$ cat config.mk
export PLATFORM = sky130hd
export DESIGN_NAME = srr_exec
export DESIGN_NICKNAME = d
export VERILOG_FILES = /design/src/core/srr_pkg.sv /design/src/core/srr_exec.sv /design/src/core/srr_rotate.sv
export SDC_FILE = /design/constraint.sdc
export NUM_CORES = 1
export LEC_CHECK = 0
export ABC_CLOCK_PERIOD_IN_PS = 2000
export BUFFER_PORTS_ARGS = -buffer_cell sky130_fd_sc_hd__buf_2
export CORE_MARGIN = 10
export CORE_UTILIZATION = 41
export DETAILED_ROUTE_END_ITERATION = 6
export PLACE_DENSITY = 0.74
export REMOVE_ABC_BUFFERS = 1
export SLEW_MARGIN = 20
export SYNTH_ARGS = -nofsm -noshare
export SYNTH_HDL_FRONTEND = slang
export SYNTH_SLANG_ARGS = --single-unit
$ cat constraint.sdc
create_clock -name ref_clk_in -period 2 [get_ports ref_clk_in]
set_input_delay 0 -clock ref_clk_in [delete_from_list [all_inputs] [get_ports ref_clk_in]]
set_output_delay 0 -clock ref_clk_in [all_outputs]
set_load 0.005 [all_outputs]
$ cat src/core/srr_pkg.sv
// package: constants, encodings and carrier structs for the return/rotate executor
// ==========================================================================
package srr_pkg;
    // ======================================================================
    // widths
    localparam int INSN_W   = 14;
    localparam int DATA_W   = 8;
    localparam int FADDR_W  = 7;
    localparam int PC_W     = 13;

    // ======================================================================
    // encodings
    localparam logic [3:0]  OP_RETLIT_TOP  = 4'hD;     // 11 01xx
    localparam logic [5:0]  OP_ROTL_TOP    = 6'h0D;    // 00 1101
    localparam logic [13:0] OP_RETURN      = 14'h0008;
    localparam int          LIT_LSB        = 0;
    localparam int          FADDR_LSB      = 0;
    localparam int          DEST_BIT       = 7;
    localparam int          MSB_BIT        = 7;
    localparam int          RET_CYCLES     = 2;

    // ======================================================================
    // carriers
    typedef struct packed {
        logic               wr_acc;
        logic               wr_file;
        logic [FADDR_W-1:0] file_addr;
        logic [DATA_W-1:0]  data;
    } srr_wb_t;

    typedef struct packed {
        logic            pop;
        logic [PC_W-1:0] pc;
    } srr_ret_t;

    typedef enum logic [1:0] {
        SRR_IDLE   = 2'b00,
        SRR_RETURN = 2'b01
    } srr_state_t;
endpackage

$ cat src/core/srr_exec.sv
// executor for literal return, plain return and rotate left through carry
`timescale 1ns/1ps
module srr_exec
    import srr_pkg::*;
(
    // clock and control
    input  wire logic                ref_clk_in,
    input  wire logic                rst_in,
    input  wire logic                clk_en_in,
    // instruction from decoder
    input  wire logic                insn_valid_in,
    input  wire logic [INSN_W-1:0]   insn_in,
    // operands from core
    input  wire logic [DATA_W-1:0]   file_rd_data_in,
    input  wire logic                carry_in,
    input  wire logic [PC_W-1:0]     stack_top_entry_in,
    // decoder stall and writeback
    output logic                     busy_out,
    output srr_wb_t                  wb_out,
    output logic                     carry_wr_out,
    output logic                     carry_out,
    output srr_ret_t                 ret_out
);
    // ======================================================================
    // field positions, derived from the opcode constants so that the
    // slices below cannot drift away from the encodings
    localparam int RETLIT_TOP_W = $bits(OP_RETLIT_TOP);
    localparam int ROTL_TOP_W   = $bits(OP_ROTL_TOP);
    localparam int RETLIT_LSB   = INSN_W - RETLIT_TOP_W;
    localparam int ROTL_LSB     = INSN_W - ROTL_TOP_W;
    // a return spends its first cycle in idle, the rest are dead slots
    localparam int DEAD_SLOTS   = RET_CYCLES - 1;
    localparam int LAST_SLOT    = DEAD_SLOTS - 1;
    localparam int SLOT_W       = (DEAD_SLOTS > 1) ? $clog2(DEAD_SLOTS) : 1;

    // ======================================================================
    // elaboration checks
    if (DEAD_SLOTS < 1) begin : g_bad_cycles
        $error("srr_exec: a return needs at least one dead cycle");
    end
    if (LIT_LSB + DATA_W > RETLIT_LSB) begin : g_bad_literal
        $error("srr_exec: literal field overlaps the opcode");
    end
    if (FADDR_LSB + FADDR_W > DEST_BIT) begin : g_bad_faddr
        $error("srr_exec: file address overlaps the destination bit");
    end
    if (DEST_BIT >= ROTL_LSB) begin : g_bad_dest
        $error("srr_exec: destination bit overlaps the opcode");
    end
    if (MSB_BIT != DATA_W - 1) begin : g_bad_msb
        $error("srr_exec: carry must leave from the data msb");
    end
    if ($bits(OP_RETURN) != INSN_W) begin : g_bad_return
        $error("srr_exec: return encoding must span the instruction word");
    end
    if (OP_ROTL_TOP[ROTL_TOP_W-1 -: RETLIT_TOP_W] == OP_RETLIT_TOP) begin : g_bad_opcodes
        $error("srr_exec: rotate and literal return opcodes collide");
    end

    // ======================================================================
    // declarations
    srr_state_t        state;
    srr_state_t        next_state;
    logic              busy;
    logic              next_busy;
    logic [SLOT_W-1:0] slot_cnt;
    logic [SLOT_W-1:0] next_slot_cnt;
    srr_wb_t           wb;
    srr_wb_t           next_wb;
    logic              carry_wr;
    logic              next_carry_wr;
    logic              carry_q;
    logic              next_carry_q;
    srr_ret_t          ret;
    srr_ret_t          next_ret;
    logic              in_idle;
    logic              is_retlit;
    logic              is_return;
    logic              is_rotl;
    logic              take_retlit;
    logic              take_ret;
    logic              take_rotl;
    logic [DATA_W-1:0] rot_res;
    logic              rot_c;

    // ======================================================================
    // decode: an instruction is only taken in idle, so the word fetched
    // behind a return is dropped here even if the decoder forgets to flush
    always_comb begin
        in_idle     = (state == SRR_IDLE);
        is_retlit   = insn_valid_in && (insn_in[RETLIT_LSB +: RETLIT_TOP_W] == OP_RETLIT_TOP);
        is_return   = insn_valid_in && (insn_in == OP_RETURN);
        is_rotl     = insn_valid_in && (insn_in[ROTL_LSB +: ROTL_TOP_W] == OP_ROTL_TOP);
        take_retlit = in_idle && is_retlit;
        take_ret    = in_idle && (is_retlit || is_return);
        take_rotl   = in_idle && is_rotl;
    end

    // rotate datapath: purely combinational, its result is registered
    // together with the other writeback fields

    srr_rotate #(.WIDTH(DATA_W)) u_rot (
        .value_in   (file_rd_data_in),
        .carry_in   (carry_in),
        .result_out (rot_res),
        .carry_out  (rot_c)
    );

    // ======================================================================
    // control: the second cycle of a return is a dead slot, busy tells the
    // decoder to discard the word it fetched behind the return
    always_comb begin
        next_state    = state;
        next_busy     = 1'b0;
        next_slot_cnt = slot_cnt;
        case (state)
            SRR_IDLE: begin
                if (take_ret) begin
                    next_state    = SRR_RETURN;
                    next_busy     = 1'b1;
                    next_slot_cnt = '0;
                end
            end
            SRR_RETURN: begin
                if (slot_cnt == SLOT_W'(LAST_SLOT)) begin
                    next_state = SRR_IDLE;
                end else begin
                    next_busy     = 1'b1;
                    next_slot_cnt = slot_cnt + 1'b1;
                end
            end
            default: begin
                next_state = SRR_IDLE;
            end
        endcase
    end

    // a low enable holds every register, reset still wins over it
    always_ff @(posedge ref_clk_in) begin
        if (rst_in) begin
            state    <= SRR_IDLE;
            busy     <= 1'b0;
            slot_cnt <= '0;
        end else if (clk_en_in) begin
            state    <= next_state;
            busy     <= next_busy;
            slot_cnt <= next_slot_cnt;
        end
    end

    // ======================================================================
    // writeback: strobes last one cycle, data is meaningless without one;
    // the file address stays zero on a literal return
    always_comb begin
        next_wb = '0;
        if (take_retlit) begin
            next_wb.wr_acc    = 1'b1;
            next_wb.data      = insn_in[LIT_LSB +: DATA_W];
        end else if (take_rotl) begin
            next_wb.data      = rot_res;
            next_wb.file_addr = insn_in[FADDR_LSB +: FADDR_W];
            next_wb.wr_file   = insn_in[DEST_BIT];
            next_wb.wr_acc    = !insn_in[DEST_BIT];
        end
    end

    always_ff @(posedge ref_clk_in) begin
        if (rst_in) begin
            wb <= '0;
        end else if (clk_en_in) begin
            wb <= next_wb;
        end
    end

    // ======================================================================
    // carry: only the rotate writes it, returns leave every flag alone
    always_comb begin
        next_carry_wr = 1'b0;
        next_carry_q  = carry_q;
        if (take_rotl) begin
            next_carry_wr = 1'b1;
            next_carry_q  = rot_c;
        end
    end

    always_ff @(posedge ref_clk_in) begin
        if (rst_in) begin
            carry_wr <= 1'b0;
            carry_q  <= 1'b0;
        end else if (clk_en_in) begin
            carry_wr <= next_carry_wr;
            carry_q  <= next_carry_q;
        end
    end

    // ======================================================================
    // return: the popped address travels with the pop strobe and is zero
    // otherwise, so a stale address never reaches the program counter
    always_comb begin
        next_ret = '0;
        if (take_ret) begin
            next_ret.pop = 1'b1;
            next_ret.pc  = stack_top_entry_in;
        end
    end

    always_ff @(posedge ref_clk_in) begin
        if (rst_in) begin
            ret <= '0;
        end else if (clk_en_in) begin
            ret <= next_ret;
        end
    end

    // ======================================================================
    // outputs: plain copies of the registers above
    always_comb begin
        busy_out     = busy;
        wb_out       = wb;
        carry_wr_out = carry_wr;
        carry_out    = carry_q;
        ret_out      = ret;
    end
endmodule // srr_exec

$ cat src/core/srr_rotate.sv
// rotate-left-through-carry datapath
`timescale 1ns/1ps
module srr_rotate
    import srr_pkg::*;
#(
    parameter int WIDTH = DATA_W
) (
    // operand
    input  wire logic [WIDTH-1:0] value_in,
    input  wire logic             carry_in,
    // result
    output logic      [WIDTH-1:0] result_out,
    output logic                  carry_out
);
    // a one-bit rotate would have no bit to shift in from below
    if (WIDTH < 2) begin : g_bad_width
        $error("srr_rotate: WIDTH must be at least 2");
    end

    always_comb begin
        result_out = {value_in[WIDTH-2:0], carry_in};
        carry_out  = value_in[WIDTH-1];
    end
endmodule // srr_rotate

### After elaboration in Yosys (flattened, before gate mapping)

Index checks and enable logic that the tools add are counted.

| word-level totals | value |
|---|---|
| memory bits (read-only) | 0 |
| RAM bits | 0 |
| bits of input ports | 40 |
| register bits after elaboration | 37 |
| bits in latches | 0 |
| output and inout port bits | 34 |
| memories | 0 |
| logic and storage cells | 46 |

| cells by class | value |
|---|---|
| $lt $le $gt $ge | 0 |
| multiplexer cells | 15 |
| $add $sub $neg | 1 |
| div/mod/pow operators | 0 |
| reductions and logical operators | 13 |
| multiply operators | 0 |
| bitwise gates (word level) | 0 |
| shifts and indexed selects | 0 |
| eq/ne operators | 6 |

Operators with widths:

| kind | number |
|---|---|
| $mux W17 | 1 |
| $mux W8 | 2 |
| $eq A14 B4 Y1 const B | 1 |
| $mux W14 | 1 |
| $eq A6 B4 Y1 const B | 1 |
| $logic_and A1 B1 Y1 | 6 |
| $mux W1 | 6 |
| $reduce_and A3 Y1 | 2 |
| $eq A4 B4 Y1 const B | 1 |
| $mux W2 | 2 |
| $pmux W1 S2 | 2 |
| $pmux W2 S2 | 1 |
| $eq A2 B1 Y1 const B | 1 |
| $logic_not A2 Y1 | 1 |
| $ne A2 B1 Y1 const B | 1 |
| $ne A2 B2 Y1 const B | 1 |
| $reduce_and A2 Y1 | 1 |
| $reduce_bool A2 Y1 | 1 |
| $add A1 B1 Y1 const B | 1 |
| $logic_not A1 Y1 | 1 |
| $logic_or A1 B1 Y1 | 1 |

### Logic depth before layout (Yosys ltp)

Gate-level depths: netlist of the first run.

| depth | value |
|---|---|
| depth after elaboration | 6 |
| depth in mapped cells | 6 |
| depth with buffers taken out | 3 |

### By module

Synthesis of the first run repeated with hierarchy kept, for this count alone.

| unflattened totals | value |
|---|---|
| cell total of the unflattened synthesis | 220 |
| area total of the unflattened synthesis | 1850.5 um2 |

By module, submodules not included:

| module | area an instance (um2) | seq. area each (um2) | instances | cells each |
|---|---|---|---|---|
| srr_exec | 1783.0 | 680.7 | 1 | 211 |
| srr_rotate | 67.6 | 0.0 | 1 | 9 |

### Least setup slack after synthesis of the first run

Ideal clock, no wire load.

| timing path | value |
|---|---|
| path type | register -> register |
| from | register state[0] |
| to | register wb, in the netlist wb_out[6] |
| cell stages (with the launch flop) | 5 |
| required time | 1.880 ns |
| setup slack | 0.775 ns |
| library setup time | 0.120 ns |
| arrival | 1.105 ns |
| buffers on the path | 1 |
| period minus slack after synthesis | 1.225 ns |
| cells stage by stage | dfxtp_1 > and4b_1 > and4b_1 > buf_4 > a211o_1 |

| on the way | value |
|---|---|
| longest elaborated chain between the ends | 4 |
| elaborated cells on any way between the ends | 5 |
| those cells by class | mux: 2; reduce/logical: 3 |

Ends and longest elaborated chain:

| element | RTL line | source |
|---|---|---|
| from (decl) | srr_exec.sv:62 | `srr_state_t state;` |
| from (signal assigned) | srr_exec.sv:145 | `state <= next_state;` |
| $logic_not A2 Y1 * | srr_exec.sv:90 | `in_idle = (state == SRR_IDLE);` |
| $logic_and A1 B1 Y1 | srr_exec.sv:96 | `take_rotl = in_idle && is_rotl;` |
| $mux W17 | srr_exec.sv:159 | `end else if (take_rotl) begin` |
| $mux W8 * | srr_exec.sv:156 | `if (take_retlit) begin` |
| to (signal assigned) | srr_exec.sv:171 | `wb <= next_wb;` |
| to (decl) | srr_exec.sv:68 | `srr_wb_t wb;` |

Mark *: on every way between the ends. The rest lies on a longest branch, timed or not.
A chain may end at the register's enable or synchronous reset.

### Worst setup path in the final report of the first run

Same ends and word-level chain as after synthesis.

==> results of run 1 <==
## routing by layer
metal,part of all wire,global-route usage
met1,0.44,0.171
met2,0.47,0.218
met3,0.073,0.0498
met4,0.021,0.0639
met5,0,0
## worst max-delay path: cells and delay by family (launching register included)
kind            cells  cell delay [ns]
simple gates        2             0.51
flops               1             0.36
compound gates      1             0.33
buf+inv             1             0.17
## area by class of cell
class,instances,area (um^2),area share
flip-flops and latches,34,681,0.300
clock buffers,6,82.6,0.0364
inverters,8,30.0,0.0133
clock inverters,2,12.5,0.00552
well taps,50,62.6,0.0276
repair buffers,93,551,0.243
multi-input cells,126,847,0.374
## logic make-up after synthesis
group | share of synthesized area
and+or+nand+nor | 0.278
AOI/OAI and AO/OA | 0.231
DFF | 0.409
buffers and inverters | 0.0820
## sequential cells by signal, indices dropped and copies added, names as in the netlist
register	cells
carry_wr_out	1
wb_out	17
ret_out	13
busy_out	1
state	1
carry_out	1
## stage by stage
stage          std cells  hold slack [ns]  area, um^2
2_1_floorplan        168           0.0691        1560
3_3_place_gp         297            0.209        2030
3_5_place_dp         297            0.208        2030
4_1_cts              319        0.0000661        2270
5_1_grt              319           0.0115        2270
6_report             319          0.00988        2270
## report_power, final
group / internal (mW) / switching [mW] / leakage (nW)
clock network: 0.276 / 0.251 / 0.0472
logic: 0.0820 / 0.0918 / 0.688
registers: 0.686 / 0.00474 / 0.275
total: 1.04 / 0.347 / 1.01
## worst max path at each step
stage	from	to	slack [ns]	cells after the start
6_report	state[0]	wb_out[6]	0.52	4
3_5_place_dp	state[0]	wb_out[3]	0.53	4
3_3_place_gp	state[0]	wb_out[4]	0.56	3
2_1_floorplan	state[0]	wb_out[3]	0.68	3
4_1_cts	state[0]	wb_out[6]	0.51	4
5_1_grt	state[0]	wb_out[4]	0.39	3
## timing repair
item / in CTS / in global routing
hold endpoints to repair: 16 / 0
hold buffers: 14 / 0
gates resized for setup: 0 / 0
## Yosys cell counts (4+ instances only)
master    instances  area, um^2
dfxtp_1          34         681
nand2_1          16        60.1
nor3b_1          14         105
a31oi_1          13        81.3
nor2b_1          13        81.3
o21ai_1          13        65.1
clkbuf_1         10        37.5
nand4_1          10        62.6
a22o_1            8        70.1
inv_1             8        30.0
a221oi_1          6        52.6
o21bai_1          6        45.0
and4b_1           5        50.1
buf_2             4        20.0
==> results.sh, run 1 <==
export IMPL_required_ns=2.19
export IMPL_synth_area_per_cell_um2=8.90
export IMPL_period_needed_ns=1.48
export IMPL_ir_worst_vdd_mv=0.283
export IMPL_firstDrtPassIters=4
export IMPL_drive_above_1_share=0.335
export IMPL_ys_types=32
export IMPL_min_from="file_rd_data_in[4]"
export IMPL_max_stage_delay_ns=0.36
export IMPL_initial_core_util=0.419
export IMPL_skew_ns=0.00704
export IMPL_final_util=0.571
export IMPL_r2r_end="wb_out[6]"
export IMPL_worst_slew_pin_slew_ns=0.662
export IMPL_seq_area_frac_synth=0.409
export IMPL_place_hpwl_mm=3.75
export IMPL_nets=308
export IMPL_clkLatencyLatePin_ns=0.29
export IMPL_setup_worst_path_end_class="register"
export IMPL_crit_chain="and4b_1, buf_4, and4b_1, a211o_1"
export IMPL_dieArea_um2=7010
export IMPL_fp_dieW_um=83.7
export IMPL_synthCells=187
export IMPL_place_congestion=0.806
export IMPL_ys_ff_latch=34
export IMPL_clock_sinks=34
export IMPL_syn_to_final_growth_pct=36.2
export IMPL_via_per_inst=5.39
export IMPL_grt_overflow=0
export IMPL_critPathKind="register to register"
export IMPL_layout_commonest_cell="buf_2"
export IMPL_row_count=23
export IMPL_min_path_type="primary input to register"
export IMPL_fill_cells=364
export IMPL_gr_usage_all_layers=0.141
export IMPL_synth_edf_count=0
export IMPL_core_area_um2=3970
export IMPL_yosysWarnings=0
export IMPL_synth_async_reset_ratio=0
export IMPL_ff2ff_path_depth=4
export IMPL_cts_tree="built"
export IMPL_timing_final_hold_violations=0
export IMPL_timing_rr_start="state[0]"
export IMPL_path_clk_slew_ns=0.07
export IMPL_maxCapViolations=0
export IMPL_grt_max_degree=30
export IMPL_wire_per_inst_um=16.2
export IMPL_setup_viol=0
export IMPL_numCtsBuffers=5
export IMPL_worstPathMaxFanout=11
export IMPL_drc=0
export IMPL_most_common_layout_cells="buf_2, dfxtp_1, nand2_1"
export IMPL_grt_pass1_wl_mm=8.27
export IMPL_vias=1719
export IMPL_grt_pass1_vias=1691
export IMPL_startpoint_type="register"
export IMPL_postCtsSetupRepairBufs=0
export IMPL_syn_cell_area_um2=1660
export IMPL_layout_setup_ws_ns=0.520
export IMPL_p_leak_nw=1.01
export IMPL_min_to="wb_out[5]"
export IMPL_drtIter0Drc=186
export IMPL_clock_root_buffer="clkbuf_8"
export IMPL_power_mw=1.39
export IMPL_p_per_area_nw_per_um2=614
export IMPL_ant_nets=0
export IMPL_worst_r2r_setup_slack_ns=0.52
export IMPL_min_path_cells=3
export IMPL_outcome="completed"
export IMPL_setup_tns_ns=0
export IMPL_htree_levels=2
export IMPL_antenna_cells=0
export IMPL_dp_slack_ns=0.533
export IMPL_pin_count=74
export IMPL_antenna_found_initial=0
export IMPL_crit_slowest_cell="dfxtp_1"
export IMPL_slew_headroom=0.553
export IMPL_period_share=0.740
export IMPL_postRouteWirelength_mm=5.17
export IMPL_port_buffers=73
export IMPL_rsz0062_at_grt="false"
export IMPL_crit_top_cell="and4b_1"
export IMPL_fmax_mhz=676
export IMPL_cts_max_path_buffers=2
export IMPL_maxSlewViolCount=0
export IMPL_synth_ff_type="dfxtp_1"
export IMPL_die_h_um=83.7
export IMPL_critPathArrivalTime_ns=1.66
No activity file was read; power rests on OpenSTA's default activity.
==> run 2: changes to the inputs <==
- ABC_CLOCK_PERIOD_IN_PS: 2000 -> 1200
- PLACE_DENSITY: 0.74 -> 0.77
- clock period: 2 -> 1.2 ns (I/O delays scaled with it)
==> run 2 against run 1 <==
Effect of this change:
- design area grew 5.6%
- worst setup slack worse by 0.61 ns
- combinational power up 87%
- sequential share of layout area decreased by 1.5 points
- non-clock buffer count grew 6
- the flow now finishes with violations (negative setup slack)
- hold slack lost 0.0046 ns
- maximum frequency rose by 15%
- via count rose by 1.8%
- total power grew 70%
- critical path type unchanged
==> results.sh, run 2 (synthesis gave the netlist of run 1 again) <==
export IMPL_slew_headroom=0.749
export IMPL_place_congestion=0.866
export IMPL_failed_checks="negative setup slack"
export IMPL_critPathKind="register to register"
export IMPL_r2r_end="wb_out[4]"
export IMPL_required_ns=1.39
export IMPL_clock_root_buffer="clkbuf_8"
export IMPL_antenna_cells=0
export IMPL_p_per_area_nw_per_um2=988
export IMPL_maxSlewViolCount=0
export IMPL_nets=315
export IMPL_final_util=0.602
export IMPL_fp_dieW_um=83.7
export IMPL_initial_core_util=0.419
export IMPL_wire_per_inst_um=16.7
export IMPL_min_path_type="primary input to register"
export IMPL_critPathArrivalTime_ns=1.48
export IMPL_ant_nets=0
export IMPL_max_stage_delay_ns=0.34
export IMPL_gr_usage_all_layers=0.144
export IMPL_syn_to_final_growth_pct=43.8
export IMPL_cp_top_family="simple AND/OR/NAND/NOR gates"
export IMPL_rsz0062_at_grt="true"
export IMPL_cts_tree="built"
export IMPL_ir_worst_vdd_mv=0.536
export IMPL_grt_pass1_vias=1731
export IMPL_layout_setup_ws_ns=-0.0854
export IMPL_row_count=23
export IMPL_cp_num_buf_inv=1
export IMPL_clkLatencyLatePin_ns=0.29
export IMPL_drtIter0Drc=124
export IMPL_period_needed_ns=1.29
export IMPL_crit_slowest_cell="dfxtp_2"
export IMPL_crit_chain="and4b_2, buf_6, nand4_1, a221oi_2"
export IMPL_crit_path_end="wb_out[4]"
export IMPL_period_share=1.07
export IMPL_crit_start="state[0]"
export IMPL_htree_levels=2
export IMPL_timing_rr_start="state[0]"
export IMPL_cts_max_path_buffers=2
export IMPL_grt_overflow=0
export IMPL_numCtsBuffers=5
export IMPL_clock_sinks=34
export IMPL_maxCapViolations=0
export IMPL_place_hpwl_mm=3.73
export IMPL_dieArea_um2=7010
export IMPL_skew_ns=0.00744
export IMPL_worst_r2r_setup_slack_ns=-0.09
export IMPL_vias=1750
export IMPL_firstDrtPassIters=4
export IMPL_largest_reg_flops=17
export IMPL_antenna_found_initial=0
export IMPL_outcome="complete, but fails checks"
export IMPL_min_from="file_rd_data_in[6]"
export IMPL_port_buffers=73
export IMPL_placed_area_um2=2080
export IMPL_postRouteWirelength_mm=5.43
export IMPL_core_area_um2=3970
export IMPL_worst_slew_pin_slew_ns=0.371
export IMPL_via_per_inst=5.37
export IMPL_timing_final_hold_violations=0
export IMPL_p_leak_nw=1.07
export IMPL_drive_above_1_share=0.406
export IMPL_grt_max_degree=36
export IMPL_worstPathMaxFanout=10
export IMPL_dp_slack_ns=-0.0980
export IMPL_most_common_layout_cells="buf_2, dfxtp_1, nand2_1"
export IMPL_ff2ff_path_depth=4
export IMPL_startpoint_type="register"
export IMPL_pin_count=74
export IMPL_path_depth=4
export IMPL_fmax_mhz=778
export IMPL_min_path_cells=3
export IMPL_setup_viol=12
export IMPL_path_clk_slew_ns=0.07
export IMPL_layout_commonest_cell="buf_2"
export IMPL_setup_worst_path_end_class="register"
export IMPL_final_area_um2=2390
export IMPL_die_h_um=83.7
export IMPL_grt_pass1_wl_mm=8.54
export IMPL_drc=0
run 2: cell types whose count changed in the layout (fill, tap and decap cells not counted), moves of 2 or more:
cell,previous run,this run
buf_6,0,3
a221oi_1,6,1
a221oi_2,0,5
and4b_2,0,3
dlygate4sd3_1,14,11
buf_4,6,10
and4b_1,5,3
run 2: area by class of cell:
| cell class | count | area (um^2) |
|---|---|---|
| fillers | 355 | 1580 |
| well taps | 50 | 62.6 |
| flip-flops and latches | 34 | 682 |
| repair buffers | 99 | 609 |
| inverters | 8 | 30.0 |
| clock inverters | 2 | 12.5 |
| multi-input cells | 127 | 913 |
| clock buffers | 6 | 82.6 |
run 2: what timing repair did:
item | in CTS | in global routing
gates resized for setup | 8 | 8
setup buffers | 2 | 1
pin swaps | 7 | 8
endpoints found under the hold margin | 16 | 0
gates cloned | 2 | 0
setup endpoints to repair | 30 | 29
hold buffers | 11 | 0
run 2: power by group:
part	internal, mW	switching [mW]	leakage (nW)
combinational	0.154	0.172	0.744
clock	0.461	0.425	0.0472
sequential	1.14	0.00878	0.276
run 2: per-layer routing:
| metal | GRT usage | share of wire | up-vias |
|---|---|---|---|
| li1 | - | - | 872 |
| met1 | 0.190 | 0.45 | 797 |
| met2 | 0.208 | 0.46 | 73 |
| met3 | 0.0537 | 0.081 | 8 |
| met4 | 0.0487 | 0.011 | 0 |
| met5 | 0 | 0 | - |
run 2: worst register-to-register path: cells and delay by family (launching register included):
kind	cells	cell delay (ns)
buf+inv	1	0.14
flops	1	0.34
simple gates	2	0.44
compound gates	1	0.28
run 2: how the worst min path moves through the flow:
stage                           end  slack, ns
after floorplan           carry_out       0.07
after global placement    wb_out[3]       0.22
after detailed placement  wb_out[3]       0.22
after CTS                 wb_out[1]      0.003
after global routing      wb_out[1]       0.01
final                     wb_out[7]      0.005
run 2: metrics by stage:
stage	hold WS (ns)	TNS [ns]	cells	power (mW)
5_1_grt	0.0104	-1.97	326	2.47
6_report	0.00532	-0.578	326	2.36
4_1_cts	0.00329	-0.404	325	2.36
2_1_floorplan	0.0691	-1.39	168	1.27
3_5_place_dp	0.217	-1.38	302	1.44
3_3_place_gp	0.216	-0.102	302	1.44
